$ cat config.mk
export PLATFORM = sky130hd
export DESIGN_NAME = ipwdt_device_flat
export DESIGN_NICKNAME = d
export VERILOG_FILES = /design/src/ipwdt_pkg.sv /design/src/ipwdt_if.sv /design/src/ipwdt_device.sv /design/src/ipwdt_prescale.sv /design/src/flat_wrapper.sv
export SDC_FILE = /design/constraint.sdc
export NUM_CORES = 1
export LEC_CHECK = 0
export BUFFER_PORTS_ARGS = -buffer_cell sky130_fd_sc_hd__buf_2
export CAP_MARGIN = 5
export CORE_AREA = 2 2 113 115
export CTS_BUF_LIST = sky130_fd_sc_hd__clkbuf_4 sky130_fd_sc_hd__clkbuf_8
export DETAILED_ROUTE_END_ITERATION = 6
export DIE_AREA = 0 0 115 117
export GPL_TIMING_DRIVEN = 0
export PLACE_DENSITY = 0.69
export SLEW_MARGIN = 15
export SYNTH_ARGS = -nofsm -noshare
export SYNTH_HDL_FRONTEND = slang
export SYNTH_SLANG_ARGS = --single-unit
$ cat constraint.sdc
create_clock -name clk -period 2.8 [get_ports clk]
set_input_delay 0.28 -clock clk [delete_from_list [all_inputs] [get_ports clk]]
set_output_delay 0.28 -clock clk [all_outputs]
set_load 0.005 [all_outputs]
$ cat src/ipwdt_pkg.sv
// Shared constants and types of the indexed-port watchdog
package ipwdt_pkg;

    // I/O locations of the index and data ports
    localparam logic [15:0] IDX_PORT      = 16'h002e;
    localparam logic [15:0] DATA_PORT     = 16'h002f;

    // Keys and register indices
    localparam logic [7:0]  KEY_UNLOCK    = 8'h87;
    localparam logic [7:0]  KEY_LOCK      = 8'haa;
    localparam logic [7:0]  REG_LDSEL     = 8'h07;
    localparam logic [7:0]  LDEV_WDT      = 8'h08;
    localparam logic [7:0]  REG_ACT       = 8'h30;
    localparam logic [7:0]  REG_UNIT      = 8'hf5;
    localparam logic [7:0]  REG_COUNT     = 8'hf6;
    localparam logic [7:0]  REG_CTL       = 8'hf7;

    // Field positions
    localparam int          ACT_EN_BIT    = 0;
    localparam int          UNIT_MIN_BIT  = 3;
    localparam int          UNIT_FAST_BIT = 4;
    localparam int          CTL_TO_BIT    = 4;
    localparam int          CTL_FORCE_BIT = 5;
    localparam int          CTL_KBD_BIT   = 6;
    localparam int          CTL_MOUSE_BIT = 7;

    // Values after reset, and the idle read value
    localparam logic [7:0]  LDSEL_RST     = 8'h00;
    localparam logic [7:0]  ACT_RST       = 8'h00;
    localparam logic [7:0]  UNIT_RST      = 8'h00;
    localparam logic [7:0]  COUNT_RST     = 8'h00;
    localparam logic [7:0]  IDX_RST       = 8'h00;
    localparam logic [7:0]  IDLE_RDATA    = 8'hff;

    // Time base: one millisecond from a 4 ns clock
    localparam int          CLK_PERIOD_PS = 4000;
    localparam int          MS_TICK_US    = 1000;
    localparam int          MS_CYCLES     =
        MS_TICK_US * 1000 / CLK_PERIOD_PS * 1000;
    localparam logic [16:0] MS_PER_FSEC   = 17'h00001;
    localparam logic [16:0] MS_PER_FMIN   = 17'h0003c;
    localparam logic [16:0] MS_PER_SEC    = 17'h003e8;
    localparam logic [16:0] MS_PER_MIN    = 17'h0ea60;

    // Host register map (byte addresses)
    localparam logic [7:0]  HR_ADDR       = 8'h00;
    localparam logic [7:0]  HR_CMD        = 8'h04;
    localparam logic [7:0]  HR_STAT       = 8'h08;
    localparam logic [7:0]  HR_ISTAT      = 8'h0c;
    localparam logic [7:0]  HR_IMASK      = 8'h10;
    localparam int          IRQ_DONE_BIT  = 0;
    localparam int          IRQ_TO_BIT    = 1;

    typedef enum logic [1:0] {
        LK_LOCKED = 2'b00,
        LK_KEY1   = 2'b01,
        LK_OPEN   = 2'b10
    } ipwdt_lock_type;

    typedef enum logic [2:0] {
        OP_WRITE  = 3'b000,
        OP_READ   = 3'b001,
        OP_UNLOCK = 3'b010,
        OP_LOCK   = 3'b011,
        OP_SELECT = 3'b100
    } ipwdt_op_type;

    typedef enum logic [1:0] {
        HS_IDLE  = 2'b00,
        HS_ISSUE = 2'b01,
        HS_WAIT  = 2'b10
    } ipwdt_hstate_type;

endpackage

$ cat src/ipwdt_if.sv
// Byte-wide I/O port link between host bridge and watchdog device
`timescale 1ns/1ns
interface ipwdt_if (
    input wire logic clk
);
    logic        io_req;
    logic        io_wr;
    logic [15:0] io_addr;
    logic [7:0]  io_wdata;
    logic [7:0]  io_rdata;
    logic        io_ack;
    logic        wdt_timeout;

    modport dev (
        input  clk,
        input  io_req,
        input  io_wr,
        input  io_addr,
        input  io_wdata,
        output io_rdata,
        output io_ack,
        output wdt_timeout
    );

    modport host (
        input  clk,
        input  io_rdata,
        input  io_ack,
        input  wdt_timeout,
        output io_req,
        output io_wr,
        output io_addr,
        output io_wdata
    );
endinterface

$ cat src/ipwdt_device.sv
// Watchdog device end: index/data ports, key lock, countdown
`timescale 1ns/1ns
module ipwdt_device #(
    parameter int MS_CYCLES = ipwdt_pkg::MS_CYCLES
) (
    // Clock and reset
    input  wire logic clk,
    input  wire logic rstn,
    // Port link
    ipwdt_if.dev      io,
    // Activity pins, asynchronous
    input  wire logic kbd_act,
    input  wire logic mouse_act,
    // Timeout as reset or interrupt request
    output logic      wdt_timeout
);
    import ipwdt_pkg::*;

    typedef struct packed {
        ipwdt_lock_type lock;
        logic [7:0]     index;
        logic [7:0]     ldsel;
        logic [7:0]     act;
        logic [7:0]     unit;
        logic [7:0]     count;
        logic [7:0]     reload;
        logic           kbd_en;
        logic           mouse_en;
        logic           timeout;
        logic [7:0]     rdata;
        logic           ack;
        logic [2:0]     kbd_s;
        logic [2:0]     ms_s;
    } ipwdt_dev_state_type;

    ipwdt_dev_state_type s_r;
    ipwdt_dev_state_type s_nxt;
    logic                take;
    logic                idx_wr;
    logic                dat_wr;
    logic                dat_rd;
    logic                pre_clear;
    logic                unit_tick;
    logic                strobe;
    logic                expire;

    // Index reaches a watchdog register only with the device selected
    function automatic logic wdt_hit(input logic [7:0] idx,
                                     input logic [7:0] sel,
                                     input logic [7:0] reg_idx);
        wdt_hit = (sel == LDEV_WDT) && (idx == reg_idx);
    endfunction

    ipwdt_prescale #(
        .MS_CYCLES (MS_CYCLES)
    ) i_ipwdt_prescale (
        .clk     (clk),
        .rstn    (rstn),
        .clear   (pre_clear),
        .sel_min (s_r.unit[UNIT_MIN_BIT]),
        .fast    (s_r.unit[UNIT_FAST_BIT]),
        .tick    (unit_tick)
    );

    always_comb begin
        s_nxt     = s_r;
        pre_clear = 1'b0;
        take      = io.io_req && !s_r.ack;
        idx_wr    = take && io.io_wr && (io.io_addr == IDX_PORT);
        dat_wr    = take && io.io_wr && (io.io_addr == DATA_PORT)
                    && (s_r.lock == LK_OPEN);
        dat_rd    = take && !io.io_wr && (io.io_addr == DATA_PORT);
        s_nxt.ack = take;

        // Activity pins: two stages, then a third for edges
        s_nxt.kbd_s = {s_r.kbd_s[1:0], kbd_act};
        s_nxt.ms_s  = {s_r.ms_s[1:0], mouse_act};
        strobe = (s_r.kbd_en && s_r.kbd_s[1] && !s_r.kbd_s[2])
              || (s_r.mouse_en && s_r.ms_s[1] && !s_r.ms_s[2]);

        // Key sequence on the index port
        if (idx_wr) begin
            case (s_r.lock)
                LK_LOCKED: begin
                    s_nxt.lock = (io.io_wdata == KEY_UNLOCK)
                                 ? LK_KEY1 : LK_LOCKED;
                end
                LK_KEY1: begin
                    s_nxt.lock = (io.io_wdata == KEY_UNLOCK)
                                 ? LK_OPEN : LK_LOCKED;
                end
                LK_OPEN: begin
                    if (io.io_wdata == KEY_LOCK) begin
                        s_nxt.lock = LK_LOCKED;
                    end else begin
                        s_nxt.index = io.io_wdata;
                    end
                end
                default: begin
                    s_nxt.lock = LK_LOCKED;
                end
            endcase
        end

        // Data port writes
        if (dat_wr) begin
            if (s_r.index == REG_LDSEL) begin
                s_nxt.ldsel = io.io_wdata;
            end else if (wdt_hit(s_r.index, s_r.ldsel, REG_ACT)) begin
                s_nxt.act = io.io_wdata;
            end else if (wdt_hit(s_r.index, s_r.ldsel, REG_UNIT)) begin
                s_nxt.unit = io.io_wdata;
            end else if (wdt_hit(s_r.index, s_r.ldsel, REG_COUNT)) begin
                s_nxt.count   = io.io_wdata;
                s_nxt.reload  = io.io_wdata;
                s_nxt.timeout = 1'b0;
                pre_clear     = 1'b1;
            end else if (wdt_hit(s_r.index, s_r.ldsel, REG_CTL)) begin
                s_nxt.mouse_en = io.io_wdata[CTL_MOUSE_BIT];
                s_nxt.kbd_en   = io.io_wdata[CTL_KBD_BIT];
                if (io.io_wdata[CTL_FORCE_BIT]) begin
                    s_nxt.timeout = 1'b1;
                end
            end
        end

        // Reads: index port gives index, data port the register
        if (take && !io.io_wr) begin
            s_nxt.rdata = IDLE_RDATA;
            if (io.io_addr == IDX_PORT) begin
                s_nxt.rdata = s_r.index;
            end else if (dat_rd && s_r.lock == LK_OPEN) begin
                if (s_r.index == REG_LDSEL) begin
                    s_nxt.rdata = s_r.ldsel;
                end else if (wdt_hit(s_r.index, s_r.ldsel, REG_ACT)) begin
                    s_nxt.rdata = s_r.act;
                end else if (wdt_hit(s_r.index, s_r.ldsel, REG_UNIT)) begin
                    s_nxt.rdata = s_r.unit;
                end else if (wdt_hit(s_r.index, s_r.ldsel, REG_COUNT)) begin
                    s_nxt.rdata = s_r.count;
                end else if (wdt_hit(s_r.index, s_r.ldsel, REG_CTL)) begin
                    s_nxt.rdata = 8'h00;
                    s_nxt.rdata[CTL_MOUSE_BIT] = s_r.mouse_en;
                    s_nxt.rdata[CTL_KBD_BIT]   = s_r.kbd_en;
                    s_nxt.rdata[CTL_TO_BIT]    = s_r.timeout;
                end
            end
        end

        // Countdown: zero holds, disabled pauses
        expire = unit_tick && s_r.act[ACT_EN_BIT]
                 && (s_r.count == 8'h01);
        if (!s_r.act[ACT_EN_BIT]) begin
            pre_clear = 1'b1;
        end
        if (!(dat_wr && wdt_hit(s_r.index, s_r.ldsel, REG_COUNT))) begin
            if (strobe && s_r.reload != 8'h00) begin
                s_nxt.count = s_r.reload;
                pre_clear   = 1'b1;
            end else if (unit_tick && s_r.act[ACT_EN_BIT]
                         && s_r.count != 8'h00) begin
                s_nxt.count = s_r.count - 8'h01;
            end
        end
        // Expiry wins over a clearing count write in the same cycle
        if (expire) begin
            s_nxt.timeout = 1'b1;
        end
    end

    always_ff @(posedge clk) begin
        if (!rstn) begin
            s_r        <= '0;
            s_r.lock   <= LK_LOCKED;
            s_r.index  <= IDX_RST;
            s_r.ldsel  <= LDSEL_RST;
            s_r.act    <= ACT_RST;
            s_r.unit   <= UNIT_RST;
            s_r.count  <= COUNT_RST;
            s_r.reload <= COUNT_RST;
        end else begin
            s_r <= s_nxt;
        end
    end

    assign io.io_ack      = s_r.ack;
    assign io.io_rdata    = s_r.rdata;
    assign io.wdt_timeout = s_r.timeout;
    assign wdt_timeout    = s_r.timeout;
endmodule // ipwdt_device

$ cat src/ipwdt_prescale.sv
// Prescaler giving one tick per selected counting unit
`timescale 1ns/1ns
module ipwdt_prescale #(
    parameter int MS_CYCLES = ipwdt_pkg::MS_CYCLES
) (
    // Clock and reset
    input  wire logic clk,
    input  wire logic rstn,
    // Control
    input  wire logic clear,
    input  wire logic sel_min,
    input  wire logic fast,
    // Unit tick
    output logic      tick
);
    import ipwdt_pkg::*;

    typedef struct packed {
        logic [31:0] cyc;
        logic [16:0] ms;
    } ipwdt_pre_state_type;

    ipwdt_pre_state_type s_r;
    ipwdt_pre_state_type s_nxt;
    logic                ms_tick;
    logic [16:0]         limit;

    // Milliseconds per counting unit
    function automatic logic [16:0] unit_ms(input logic mn,
                                            input logic fs);
        if (fs) begin
            unit_ms = mn ? MS_PER_FMIN : MS_PER_FSEC;
        end else begin
            unit_ms = mn ? MS_PER_MIN : MS_PER_SEC;
        end
    endfunction

    always_comb begin
        limit   = unit_ms(sel_min, fast);
        ms_tick = (s_r.cyc == 32'(MS_CYCLES - 1));
        // At or past the limit, so a unit change mid-count cannot stall
        tick    = ms_tick && (s_r.ms >= limit - 17'h00001);
        s_nxt   = s_r;
        if (clear) begin
            s_nxt.cyc = 32'h0;
            s_nxt.ms  = 17'h0;
        end else if (ms_tick) begin
            s_nxt.cyc = 32'h0;
            s_nxt.ms  = tick ? 17'h0 : s_r.ms + 17'h00001;
        end else begin
            s_nxt.cyc = s_r.cyc + 32'h1;
        end
    end

    always_ff @(posedge clk) begin
        if (!rstn) begin
            s_r <= '0;
        end else begin
            s_r <= s_nxt;
        end
    end
endmodule // ipwdt_prescale

$ cat src/flat_wrapper.sv
// flat-port wrapper written by rule: the top's interface ports become plain ports
module ipwdt_device_flat import ipwdt_pkg::*;
#(
    parameter int MS_CYCLES = ipwdt_pkg::MS_CYCLES
)
  (clk, rstn, kbd_act, mouse_act, wdt_timeout, io_io_req, io_io_wr, io_io_addr, io_io_wdata, io_io_rdata, io_io_ack, io_wdt_timeout);
  ipwdt_if io_i (.clk(clk));
  input  wire logic clk;
  input  wire logic rstn;
  input  wire logic kbd_act;
  input  wire logic mouse_act;
  output logic wdt_timeout;
  input wire logic [$bits(io_i.io_req)-1:0] io_io_req;
  input wire logic [$bits(io_i.io_wr)-1:0] io_io_wr;
  input wire logic [$bits(io_i.io_addr)-1:0] io_io_addr;
  input wire logic [$bits(io_i.io_wdata)-1:0] io_io_wdata;
  output wire logic [$bits(io_i.io_rdata)-1:0] io_io_rdata;
  output wire logic [$bits(io_i.io_ack)-1:0] io_io_ack;
  output wire logic [$bits(io_i.wdt_timeout)-1:0] io_wdt_timeout;
  assign io_i.io_req = io_io_req;
  assign io_i.io_wr = io_io_wr;
  assign io_i.io_addr = io_io_addr;
  assign io_i.io_wdata = io_io_wdata;
  assign io_io_rdata = io_i.io_rdata;
  assign io_io_ack = io_i.io_ack;
  assign io_wdt_timeout = io_i.wdt_timeout;
  ipwdt_device #(.MS_CYCLES(MS_CYCLES)) u_core (.clk(clk), .rstn(rstn), .io(io_i), .kbd_act(kbd_act), .mouse_act(mouse_act), .wdt_timeout(wdt_timeout));
endmodule
* Yosys cells after proc, flatten, opt, wreduce, memory -nomap -nowiden *
Cells that the tools add are included.

cells by class
  $add $sub $neg = 4
  equal/unequal tests = 18
  order comparisons = 1
  reduce and logical (&&, ||, !) cells = 43
  bitwise operators = 6
  multiplexer cells = 36

operators with widths
  operator                 count
  $mux W8                  10
  $mux W19                 4
  $mux W16                 3
  $eq A8 B8 Y1 const B     5
  $add A32 B1 Y32 const B  1
  $eq A16 B6 Y1 const B    2
  $eq A32 B18 Y1 const B   1
  $logic_and A1 B1 Y1      22
  $add A17 B1 Y17 const B  1
  $ge A17 B17 Y1           1
  $mux W17                 1
  $sub A17 B1 Y17 const B  1
  $reduce_bool A8 Y1       2
  $mux W1                  12
  $reduce_and A6 Y1        2
  $eq A8 B1 Y1 const B     1
  $eq A8 B3 Y1 const B     1
  $eq A8 B4 Y1 const B     1
  $eq A8 B6 Y1 const B     1
  $ne A2 B1 Y1 const B     4
  $sub A8 B1 Y8 const B    1
  $mux W2                  3
  $mux W6                  1
  $not A1 Y1               6
  15 further kinds         21

word-level totals
  register bits after elaboration = 117
  word-level logic and storage cells = 124

* Depth between registers and ports, before layout *
Gate-level depths: netlist of the first run.

  word-level depth = 11
  depth in mapped cells = 13

* Cells and area by module *
A second synthesis of the first run with hierarchy kept.

unflattened totals
  cell total of the unflattened synthesis = 747
  area, all modules = 6463.7 sq um

modules (own cells, without submodules)
  module          cells an instance  seq. area each (sq um)  area each (sq um)  instances
  ipwdt_device    411                1361.3                  3578.4             1
  ipwdt_prescale  336                980.9                   2885.3             1

* Worst setup path after synthesis of the first run *
OpenSTA, ideal clock, no wires.

  path type = reg-to-reg
  start = register u_core.s_r[38] in the netlist's numbering
  end = register u_core.s_r[33] in the netlist's numbering
  cell stages (with the launch flop) = 12
  clock period less this slack = 3.055 ns
  arrival time = 2.981 ns
  data required time = 2.726 ns
  slack = -0.255 ns
  setup time = 0.074 ns
  cells stage by stage = dfxtp_1 -> inv_1 -> ha_1 -> or3_1 -> ha_1 -> and4_1 -> a221oi_1 -> nor3_1 -> nor2_1 -> a21boi_0 -> o21bai_1 -> a31oi_1

on the way
  cells in the longest elaborated chain, start to end = 9

ends and longest elaborated chain
  what                    line                  RTL
  from (decl)             ipwdt_device.sv:36    ipwdt_dev_state_type s_r;
  from (signal assigned)  ipwdt_device.sv:182   s_r <= s_nxt;
  $mux W16                ipwdt_prescale.sv:31  if (fs) begin
  $sub A17 B1 Y17         ipwdt_prescale.sv:42  tick = ms_tick && (s_r.ms >= limit - 17'h00001);
  $ge A17 B17 Y1          ipwdt_prescale.sv:42
  $logic_and A1 B1 Y1     ipwdt_prescale.sv:42
  $logic_and A1 B1 Y1     ipwdt_device.sv:160   end else if (unit_tick && s_r.act[ACT_EN_BIT]
  $logic_and A1 B1 Y1     ipwdt_device.sv:161   && s_r.count != 8'h00) begin
  $mux W8                 ipwdt_device.sv:160
  $mux W8                 ipwdt_device.sv:157   if (strobe && s_r.reload != 8'h00) begin
  $mux W8                 ipwdt_device.sv:156   if (!(dat_wr && wdt_hit(s_r.index, s_r.ldsel, REG_COUNT))) begin

Every way passes these cells.
A chain may end at the register's enable or synchronous reset.

* Worst setup path after layout of the first run *
  start = register u_core.i_ipwdt_prescale.s_r[39] in the netlist's numbering
  end = register u_core.s_r[31] in the netlist's numbering

on the way
  cells in the longest elaborated chain, start to end = 7

ends and longest elaborated chain
  what                    line                  RTL
  from (decl)             ipwdt_prescale.sv:23  ipwdt_pre_state_type s_r;
  from (signal assigned)  ipwdt_prescale.sv:59  s_r <= s_nxt;
  $eq A32 B18 Y1          ipwdt_prescale.sv:40  ms_tick = (s_r.cyc == 32'(MS_CYCLES - 1));
  $logic_and A1 B1 Y1     ipwdt_prescale.sv:42
  $logic_and A1 B1 Y1     ipwdt_device.sv:160
  $logic_and A1 B1 Y1     ipwdt_device.sv:161
  $mux W8                 ipwdt_device.sv:160
  $mux W8                 ipwdt_device.sv:157
  $mux W8                 ipwdt_device.sv:156

Every way passes these cells.

==> metrics.txt, run 1 <==
# TYPE chip_impl_metric gauge
chip_impl_metric{name="synth_edf_count",unit=""} 0
chip_impl_metric{name="layout.filler_cells",unit=""} 1093
chip_impl_metric{name="synthesis.area_per_instance",unit="sq um"} 8.403
chip_impl_info{name="synth_top_family_by_area",value="simple AND/OR/NAND/NOR gates"} 1
chip_impl_info{name="cp_slowest_cell",value="or4_4"} 1
chip_impl_metric{name="min_period_over_period",unit=""} 1.014
chip_impl_metric{name="areaGrowthSynthToFinish",unit="%"} 19.82
chip_impl_info{name="timing.critical_path.cells",value="or4b_4 -> or2_4 -> or4_4 -> a2111oi_4 -> o21ai_2 -> o31a_1 -> o21ai_2 -> a31oi_1"} 1
chip_impl_metric{name="final_hold_viol_count",unit=""} 0
chip_impl_metric{name="worst_slew_pin_slew",unit="ns"} 0.9034
chip_impl_metric{name="portion_of_the_post_synthesis_area_used_by_sequential_elements",unit=""} 0.3915
chip_impl_info{name="rsz_0062_raised_after_global_routing",value="yes"} 1
chip_impl_metric{name="hold_path_stages",unit=""} 2
chip_impl_metric{name="placed_instance_area",unit="sq um"} 6391
chip_impl_metric{name="top_level_ports",unit=""} 41
chip_impl_info{name="synth_largest_area_cell",value="dfxtp_1"} 1
chip_impl_metric{name="synthAdderAreaFrac",unit=""} 0.06064
chip_impl_metric{name="antennaDiodeCount",unit=""} 0
chip_impl_metric{name="htree_levels",unit=""} 4
chip_impl_info{name="tritoncts",value="yes"} 1
chip_impl_metric{name="grt_max_degree",unit=""} 17
chip_impl_metric{name="finalWorstPathRequiredPeriod",unit="ns"} 2.839
chip_impl_metric{name="drive_gt1_frac",unit=""} 0.1965
chip_impl_metric{name="power.total",unit="mW"} 3.446
chip_impl_metric{name="post-route-drc-count",unit=""} 0
chip_impl_metric{name="setup_viol",unit=""} 2
chip_impl_metric{name="clock_skew",unit="ns"} 0.007145
chip_impl_info{name="postSynth.topFlopCell",value="dfxtp_1"} 1
chip_impl_metric{name="peakVddDrop",unit="V"} 0.0003120
chip_impl_metric{name="num_vias",unit=""} 5369
chip_impl_metric{name="p_per_area",unit="nW/um^2"} 480.6
chip_impl_metric{name="async_flop_share",unit=""} 0
chip_impl_metric{name="num_rows",unit=""} 41
chip_impl_metric{name="clk_pin_slew_worst_paths",unit="ns"} 0.07
chip_impl_metric{name="synthSimpleGateAreaFrac",unit=""} 0.2737
chip_impl_info{name="clockRootBuffer",value="clkbuf_8"} 1
chip_impl_metric{name="route.final.wire_length",unit="um"} 15010
chip_impl_metric{name="grt_use_total",unit=""} 0.2298
chip_impl_metric{name="cts_buffers",unit=""} 17
chip_impl_metric{name="timing.critical_path.fanout_max",unit=""} 3
chip_impl_metric{name="synthesis.instances",unit=""} 712
chip_impl_metric{name="firstDrtPassIters",unit=""} 6
chip_impl_metric{name="synthesis.yosys.warnings",unit=""} 0
chip_impl_metric{name="worst-r2r-setup-slack",unit="ns"} -0.04
chip_impl_info{name="worstHoldPathType",value="in2reg"} 1
chip_impl_metric{name="cp_slowest_stage_delay",unit="ns"} 0.54
chip_impl_metric{name="cts.sinks",unit=""} 117
chip_impl_info{name="synthTopCellsByArea",value="dfxtp_1 39%, nor2_1 7.5%, ha_1 6.1%"} 1
chip_impl_metric{name="initial_utilization",unit=""} 0.4860
chip_impl_metric{name="reg2regPathDepth",unit=""} 8
chip_impl_metric{name="nNetsFinal",unit=""} 845
chip_impl_info{name="timing.critical_path.from_type",value="flop"} 1
chip_impl_metric{name="finalWorstSetupSlack",unit="ns"} -0.03897
chip_impl_metric{name="vias_in_the_first_global_route",unit=""} 5016
chip_impl_metric{name="synth_compound_gate_area_share",unit=""} 0.1198
chip_impl_metric{name="io_buffers",unit=""} 39
chip_impl_metric{name="final_design_area_no_fill",unit="sq um"} 7169
chip_impl_metric{name="maxCapViolCount",unit=""} 0
chip_impl_metric{name="dieHeight",unit="um"} 117
chip_impl_info{name="cpLargestDelayFamily",value="simple AND/OR/NAND/NOR gates"} 1
chip_impl_metric{name="ctsHoldBuffers",unit=""} 0
chip_impl_info{name="outcome",value="finished with violations"} 1
chip_impl_metric{name="cts.path.max_buffers",unit=""} 2
chip_impl_info{name="failing_checks",value="negative setup slack"} 1
chip_impl_metric{name="chipWidth",unit="um"} 115
chip_impl_metric{name="post_drt_wl_per_cell",unit="um"} 15.81
chip_impl_metric{name="grt_first_pass_wirelength",unit="um"} 24180
chip_impl_metric{name="p_leak",unit="nW"} 2.655
chip_impl_metric{name="worst_slew_margin_rel",unit=""} 0.3922
chip_impl_metric{name="final.hold.worst_slack",unit="ns"} 0.04144
chip_impl_metric{name="vias_per_cell",unit=""} 5.658
chip_impl_metric{name="syn_area",unit="sq um"} 5983
chip_impl_metric{name="iter_0_drt_violations",unit=""} 424
chip_impl_metric{name="initial_antenna_violation_count",unit=""} 0
chip_impl_metric{name="synth.distinct_cells",unit=""} 64
chip_impl_info{name="timing.critical_path.mode_cell",value="o21ai_2"} 1
chip_impl_metric{name="clock_latency",unit="ns"} 0.45
chip_impl_metric{name="worst_ep_arrival_time",unit="ns"} 3.16
chip_impl_metric{name="worst-path-stages",unit=""} 8
chip_impl_metric{name="final-max-slew-violation-count",unit=""} 0
chip_impl_metric{name="coreArea",unit="sq um"} 12310
chip_impl_metric{name="clock.fmax",unit="MHz"} 352.2
chip_impl_metric{name="synth_mux_area_frac",unit=""} 0.04203
chip_impl_info{name="setup.worst_path.class",value="reg2reg"} 1
chip_impl_metric{name="synthXorXnorAreaFrac",unit=""} 0.07319
chip_impl_metric{name="utilization",unit=""} 0.5823
chip_impl_metric{name="final_hpwl_dp",unit="um"} 10590
chip_impl_metric{name="place.gp.congestion",unit=""} 0.9217
chip_impl_info{name="worstSetupEndpointType",value="flop"} 1
chip_impl_metric{name="remaining_number_of_nets_flagged_by_the_antenna_check_after_routing",unit=""} 0
chip_impl_metric{name="yosys_register_bits",unit=""} 117
chip_impl_metric{name="global_route.overflow_total",unit=""} 0
chip_impl_metric{name="dieArea",unit="sq um"} 13460
chip_impl_metric{name="synth_largest_type_area_fraction",unit=""} 0.3915
chip_impl_metric{name="timing.critical_path.required",unit="ns"} 3.13
chip_impl_metric{name="worstPathBufferInverterCount",unit=""} 0
## final cells by class
type	count	area, sq um	area share
buffer	30	168.9	0.02356
multi-input combinational	548	3631	0.5065
clock buffer	23	297.8	0.04154
timing repair buffer	55	326.6	0.04555
inverter	17	73.82	0.01030
tap	150	187.7	0.02618
sequential	117	2359	0.3290
clock inverter	9	125.1	0.01745
## worst reg2reg max path, delay by kind of cell, from the launching register on
kind,cells,cell delay [ns]
AO/OA/AOI/OAI,5,1.05
AND/OR/NAND/NOR,3,1.31
flip-flops,1,0.35
## repair_timing
item	4_1_cts	5_1_grt
resized for setup	20	48
hold endpoints to repair	0	0
setup endpoints to repair	31	67
setup buffers	7	9
pin swaps	6	13
## registers in the layout (all words and copies together), names as in the netlist
register	count
u_core.io.wdt_timeout	1
u_core.i_ipwdt_prescale.s_r	49
u_core.s_nxt	4
u_core.io.io_rdata	8
u_core.s_r	54
u_core.io.io_ack	1
## layout by cell type, fill, tap and decap left out, types with 14 or more instances in the layout
cell      synthesis  layout
a21oi_1          32      32
nand4_1          21      21
clkbuf_8          0      20
nor2_1          120     117
nand2_1          74      72
mux2i_1          24      24
xor2_1           23      23
xnor2_1          27      26
nand3_1          32      31
buf_4            11      25
inv_1            17      15
dfxtp_1         117     110
clkbuf_1         18      14
o21ai_0          25      22
ha_1             29      23
buf_2             1      40
## Yosys cell counts, drive strengths merged (5+ instances only)
master	count
inv	17
nor2	120
nand3	32
xnor2	27
nor3	11
or3	5
and3	7
nand2b	8
a31oi	10
buf	13
nand4	21
ha	29
a21oi	32
o21ai	29
and2	10
xor2	23
nor4	9
a21o	6
clkbuf	18
nand2	74
mux2i	24
dfxtp	117
a221oi	6
or4	6
## final timing paths
path                              startpoint               to
max          u_core.i_ipwdt_prescale.s_r[39]   u_core.s_r[31]
min                                mouse_act  u_core.s_nxt[1]
max reg2reg  u_core.i_ipwdt_prescale.s_r[39]   u_core.s_r[31]
min reg2reg                  u_core.s_nxt[1]  u_core.s_nxt[2]
## metal layers
metal  track usage  wire, um  vias to the layer above
li1              -         -                     2645
met1        0.2981      6705                     2549
met2        0.3733      7235                      145
met3       0.05252       766                       30
met4       0.09157       299                        0
met5             0         0                        -
## cells by family (layout without fill, tap and decap cells)
logic type / after synthesis / count (layout)
AOI/OAI and AO/OA: 108 / 108
and+or+nand+nor: 334 / 334
buffers and inverters: 48 / 134
other: 1 / 2
xor gates and xnor gates: 50 / 50
adders and majority gates: 29 / 29
DFF: 117 / 117
muxes: 25 / 25
## through the flow
stage | worst slack, ns | TNS (ns) | std cells
final | -0.03897 | -0.03975 | 949
after global placement | -0.2297 | -5.184 | 902
after detailed placement | -0.3213 | -4.033 | 902
after global routing | -0.1350 | -0.5483 | 949
after floorplan | 0.01315 | 0 | 713
after CTS | -0.02805 | -0.1693 | 941
## power by group
part	total, mW	leakage (nW)	internal [mW]	switching (mW)
clock network	1.66	0.216	0.974	0.684
registers	1.68	0.949	1.67	0.00567
logic	0.109	1.49	0.0474	0.0619
total	3.45	2.66	2.69	0.751
Note: power is estimated with default switching activity, not from simulation.
==> run 2, diff against run 1 <==
--- a/config.mk
+++ b/config.mk
@@ -13,7 +13,8 @@
 export DIE_AREA = 0 0 115 117
 export GPL_TIMING_DRIVEN = 0
 export PLACE_DENSITY = 0.69
-export SLEW_MARGIN = 15
+export REMOVE_ABC_BUFFERS = 1
+export SLEW_MARGIN = 30
 export SYNTH_ARGS = -nofsm -noshare
 export SYNTH_HDL_FRONTEND = slang
 export SYNTH_SLANG_ARGS = --single-unit
==> metrics.txt, run 2 (synthesized netlist as in run 1, its figures left out) <==
# TYPE chip_impl_metric gauge
chip_impl_metric{name="placed_instance_area",unit="sq um"} 6250
chip_impl_metric{name="final_design_area_no_fill",unit="sq um"} 7008
chip_impl_metric{name="initial_utilization",unit=""} 0.4860
chip_impl_metric{name="post_drt_wl_per_cell",unit="um"} 15.98
chip_impl_metric{name="top_level_ports",unit=""} 41
chip_impl_info{name="worstHoldPathType",value="in2reg"} 1
chip_impl_metric{name="timing.critical_path.fanout_max",unit=""} 4
chip_impl_metric{name="grt_max_degree",unit=""} 41
chip_impl_metric{name="final_hpwl_dp",unit="um"} 10330
chip_impl_metric{name="detailedPlace.worstSlack",unit="ns"} -1.010
chip_impl_metric{name="timing.critical_path.required",unit="ns"} 3.18
chip_impl_metric{name="initial_antenna_violation_count",unit=""} 0
chip_impl_info{name="rr_startpoint",value="u_core.s_r[37]"} 1
chip_impl_metric{name="route.final.wire_length",unit="um"} 14720
chip_impl_metric{name="grt_first_pass_wirelength",unit="um"} 24160
chip_impl_metric{name="firstDrtPassIters",unit=""} 4
chip_impl_metric{name="clock_latency",unit="ns"} 0.44
chip_impl_metric{name="chipWidth",unit="um"} 115
chip_impl_metric{name="nNetsFinal",unit=""} 818
chip_impl_metric{name="io_buffers",unit=""} 40
chip_impl_metric{name="largest_register_ffs",unit=""} 54
chip_impl_metric{name="finalWorstSetupSlack",unit="ns"} -0.01440
chip_impl_metric{name="post-route-drc-count",unit=""} 0
chip_impl_metric{name="final_hold_viol_count",unit=""} 0
chip_impl_info{name="failing_checks",value="negative setup slack"} 1
chip_impl_info{name="rsz_0062_raised_after_global_routing",value="yes"} 1
chip_impl_metric{name="num_vias",unit=""} 5246
chip_impl_info{name="timing.critical_path.from_type",value="flop"} 1
chip_impl_metric{name="cts.sinks",unit=""} 117
chip_impl_metric{name="global_route.overflow_total",unit=""} 0
chip_impl_metric{name="setup_viol",unit=""} 1
chip_impl_metric{name="cts_buffers",unit=""} 17
chip_impl_metric{name="ctsHoldBuffers",unit=""} 0
chip_impl_metric{name="maxCapViolCount",unit=""} 0
chip_impl_metric{name="remaining_number_of_nets_flagged_by_the_antenna_check_after_routing",unit=""} 0
chip_impl_metric{name="worst_slew_pin_slew",unit="ns"} 0.9911
chip_impl_metric{name="p_per_area",unit="nW/um^2"} 496.3
chip_impl_metric{name="vias_per_cell",unit=""} 5.696
chip_impl_metric{name="antennaDiodeCount",unit=""} 0
chip_impl_metric{name="clock.fmax",unit="MHz"} 355.3
chip_impl_info{name="regMostFlops",value="u_core.s_r"} 1
chip_impl_metric{name="layout.filler_cells",unit=""} 1118
chip_impl_metric{name="num_rows",unit=""} 41
chip_impl_metric{name="cts.path.max_buffers",unit=""} 2
chip_impl_metric{name="p_leak",unit="nW"} 2.615
chip_impl_metric{name="areaGrowthSynthToFinish",unit="%"} 17.13
chip_impl_metric{name="worst_slew_margin_rel",unit=""} 0.3332
chip_impl_metric{name="htree_levels",unit=""} 4
chip_impl_metric{name="dieHeight",unit="um"} 117
chip_impl_metric{name="worst_ep_arrival_time",unit="ns"} 3.19
chip_impl_metric{name="reg2regPathDepth",unit=""} 13
chip_impl_info{name="worst_hold_startpoint",value="kbd_act"} 1
chip_impl_info{name="outcome",value="finished with violations"} 1
chip_impl_info{name="layout.cells.most_common",value="nor2_1"} 1
chip_impl_metric{name="vias_in_the_first_global_route",unit=""} 4991
chip_impl_info{name="timing.critical_path.from",value="u_core.s_r[37]"} 1
chip_impl_info{name="highest_count_cells_in_the_layout_ignoring_fill_and_taps",value="116 x nor2_1, 115 x dfxtp_1, 71 x nand2_1"} 1
chip_impl_metric{name="peakVddDrop",unit="V"} 0.0003709
chip_impl_info{name="tritoncts",value="yes"} 1
chip_impl_metric{name="clock_skew",unit="ns"} 0.01093
chip_impl_info{name="setup.worst_path.class",value="reg2reg"} 1
chip_impl_metric{name="place.gp.congestion",unit=""} 0.8492
chip_impl_metric{name="iter_0_drt_violations",unit=""} 255
chip_impl_metric{name="min_period_over_period",unit=""} 1.005
chip_impl_metric{name="grt_use_total",unit=""} 0.2255
chip_impl_metric{name="coreArea",unit="sq um"} 12310
chip_impl_metric{name="dieArea",unit="sq um"} 13460
chip_impl_metric{name="hold_path_stages",unit=""} 2
chip_impl_metric{name="drive_gt1_frac",unit=""} 0.1725
chip_impl_metric{name="finalWorstPathRequiredPeriod",unit="ns"} 2.814
chip_impl_metric{name="final-max-slew-violation-count",unit=""} 0
chip_impl_metric{name="clk_pin_slew_worst_paths",unit="ns"} 0.07
chip_impl_info{name="clockRootBuffer",value="clkbuf_8"} 1
chip_impl_info{name="worstSetupEndpointType",value="flop"} 1
run 2: report_power, final:
| group | switching (mW) | internal, mW |
|---|---|---|
| Clock | 0.663 | 1.04 |
| Combinational | 0.0582 | 0.0381 |
| Sequential | 0.00617 | 1.67 |
| Total | 0.728 | 2.75 |
run 2: critical path, cell delays in order (launching register included):
cell and delay, ns:
dfxtp_4 0.40, inv_4 0.06, ha_4 0.15, or3_4 0.34, ha_4 0.27, and4_4 0.22
buf_4 0.12, a221oi_4 0.06, buf_12 0.15, a2111oi_4 0.35, buf_4 0.19, and4b_1 0.20
o21ai_1 0.06, a31oi_1 0.17
run 2: what timing repair did:
item                                    4_1_cts  5_1_grt
pin swaps                                     4       14
cloned                                        0        0
gates resized for setup                      25       26
buffers inserted                              6        9
endpoints found under the setup margin       57       80
run 2: layout make-up:
class	count	area (sq um)	area share
multi-input combinational	548	3603	0.5142
clock inverter	10	152.6	0.02178
clock buffer	21	282.8	0.04035
sequential	117	2350	0.3353
tap	150	187.7	0.02678
inverter	17	68.82	0.009820
timing repair buffer	58	362.8	0.05178
run 2: path summary, 6_finish.rpt:
path                     end  slack, ns
min reg2reg  u_core.s_nxt[5]       0.44
min          u_core.s_nxt[4]       0.04
max reg2reg   u_core.s_r[31]      -0.01
max           u_core.s_r[31]      -0.01
run 2: metrics by stage:
step           instances  hold WS, ns  total power [mW]  utilization  setup TNS (ns)
2_1_floorplan        682       0.3975             1.752            -          -1.821
6_report             921      0.04467             3.478       0.5692        -0.01440
4_1_cts              912      0.02736             3.509       0.5534        -0.03599
3_5_place_dp         875       0.4290             1.816       0.5076          -48.10
5_1_grt              921      0.04436             3.591       0.5692         -0.5444
3_3_place_gp         872       0.4186             1.809       0.5043          -57.14
run 2: layer usage:
metal / wire (um) / vias up / part of all wire / global-route usage
met5: 0 / - / 0 / 0
met4: 316 / 0 / 0.021 / 0.09639
met3: 715 / 28 / 0.049 / 0.05407
met2: 7269 / 144 / 0.49 / 0.3675
met1: 6414 / 2495 / 0.44 / 0.2872
li1: - / 2579 / - / -
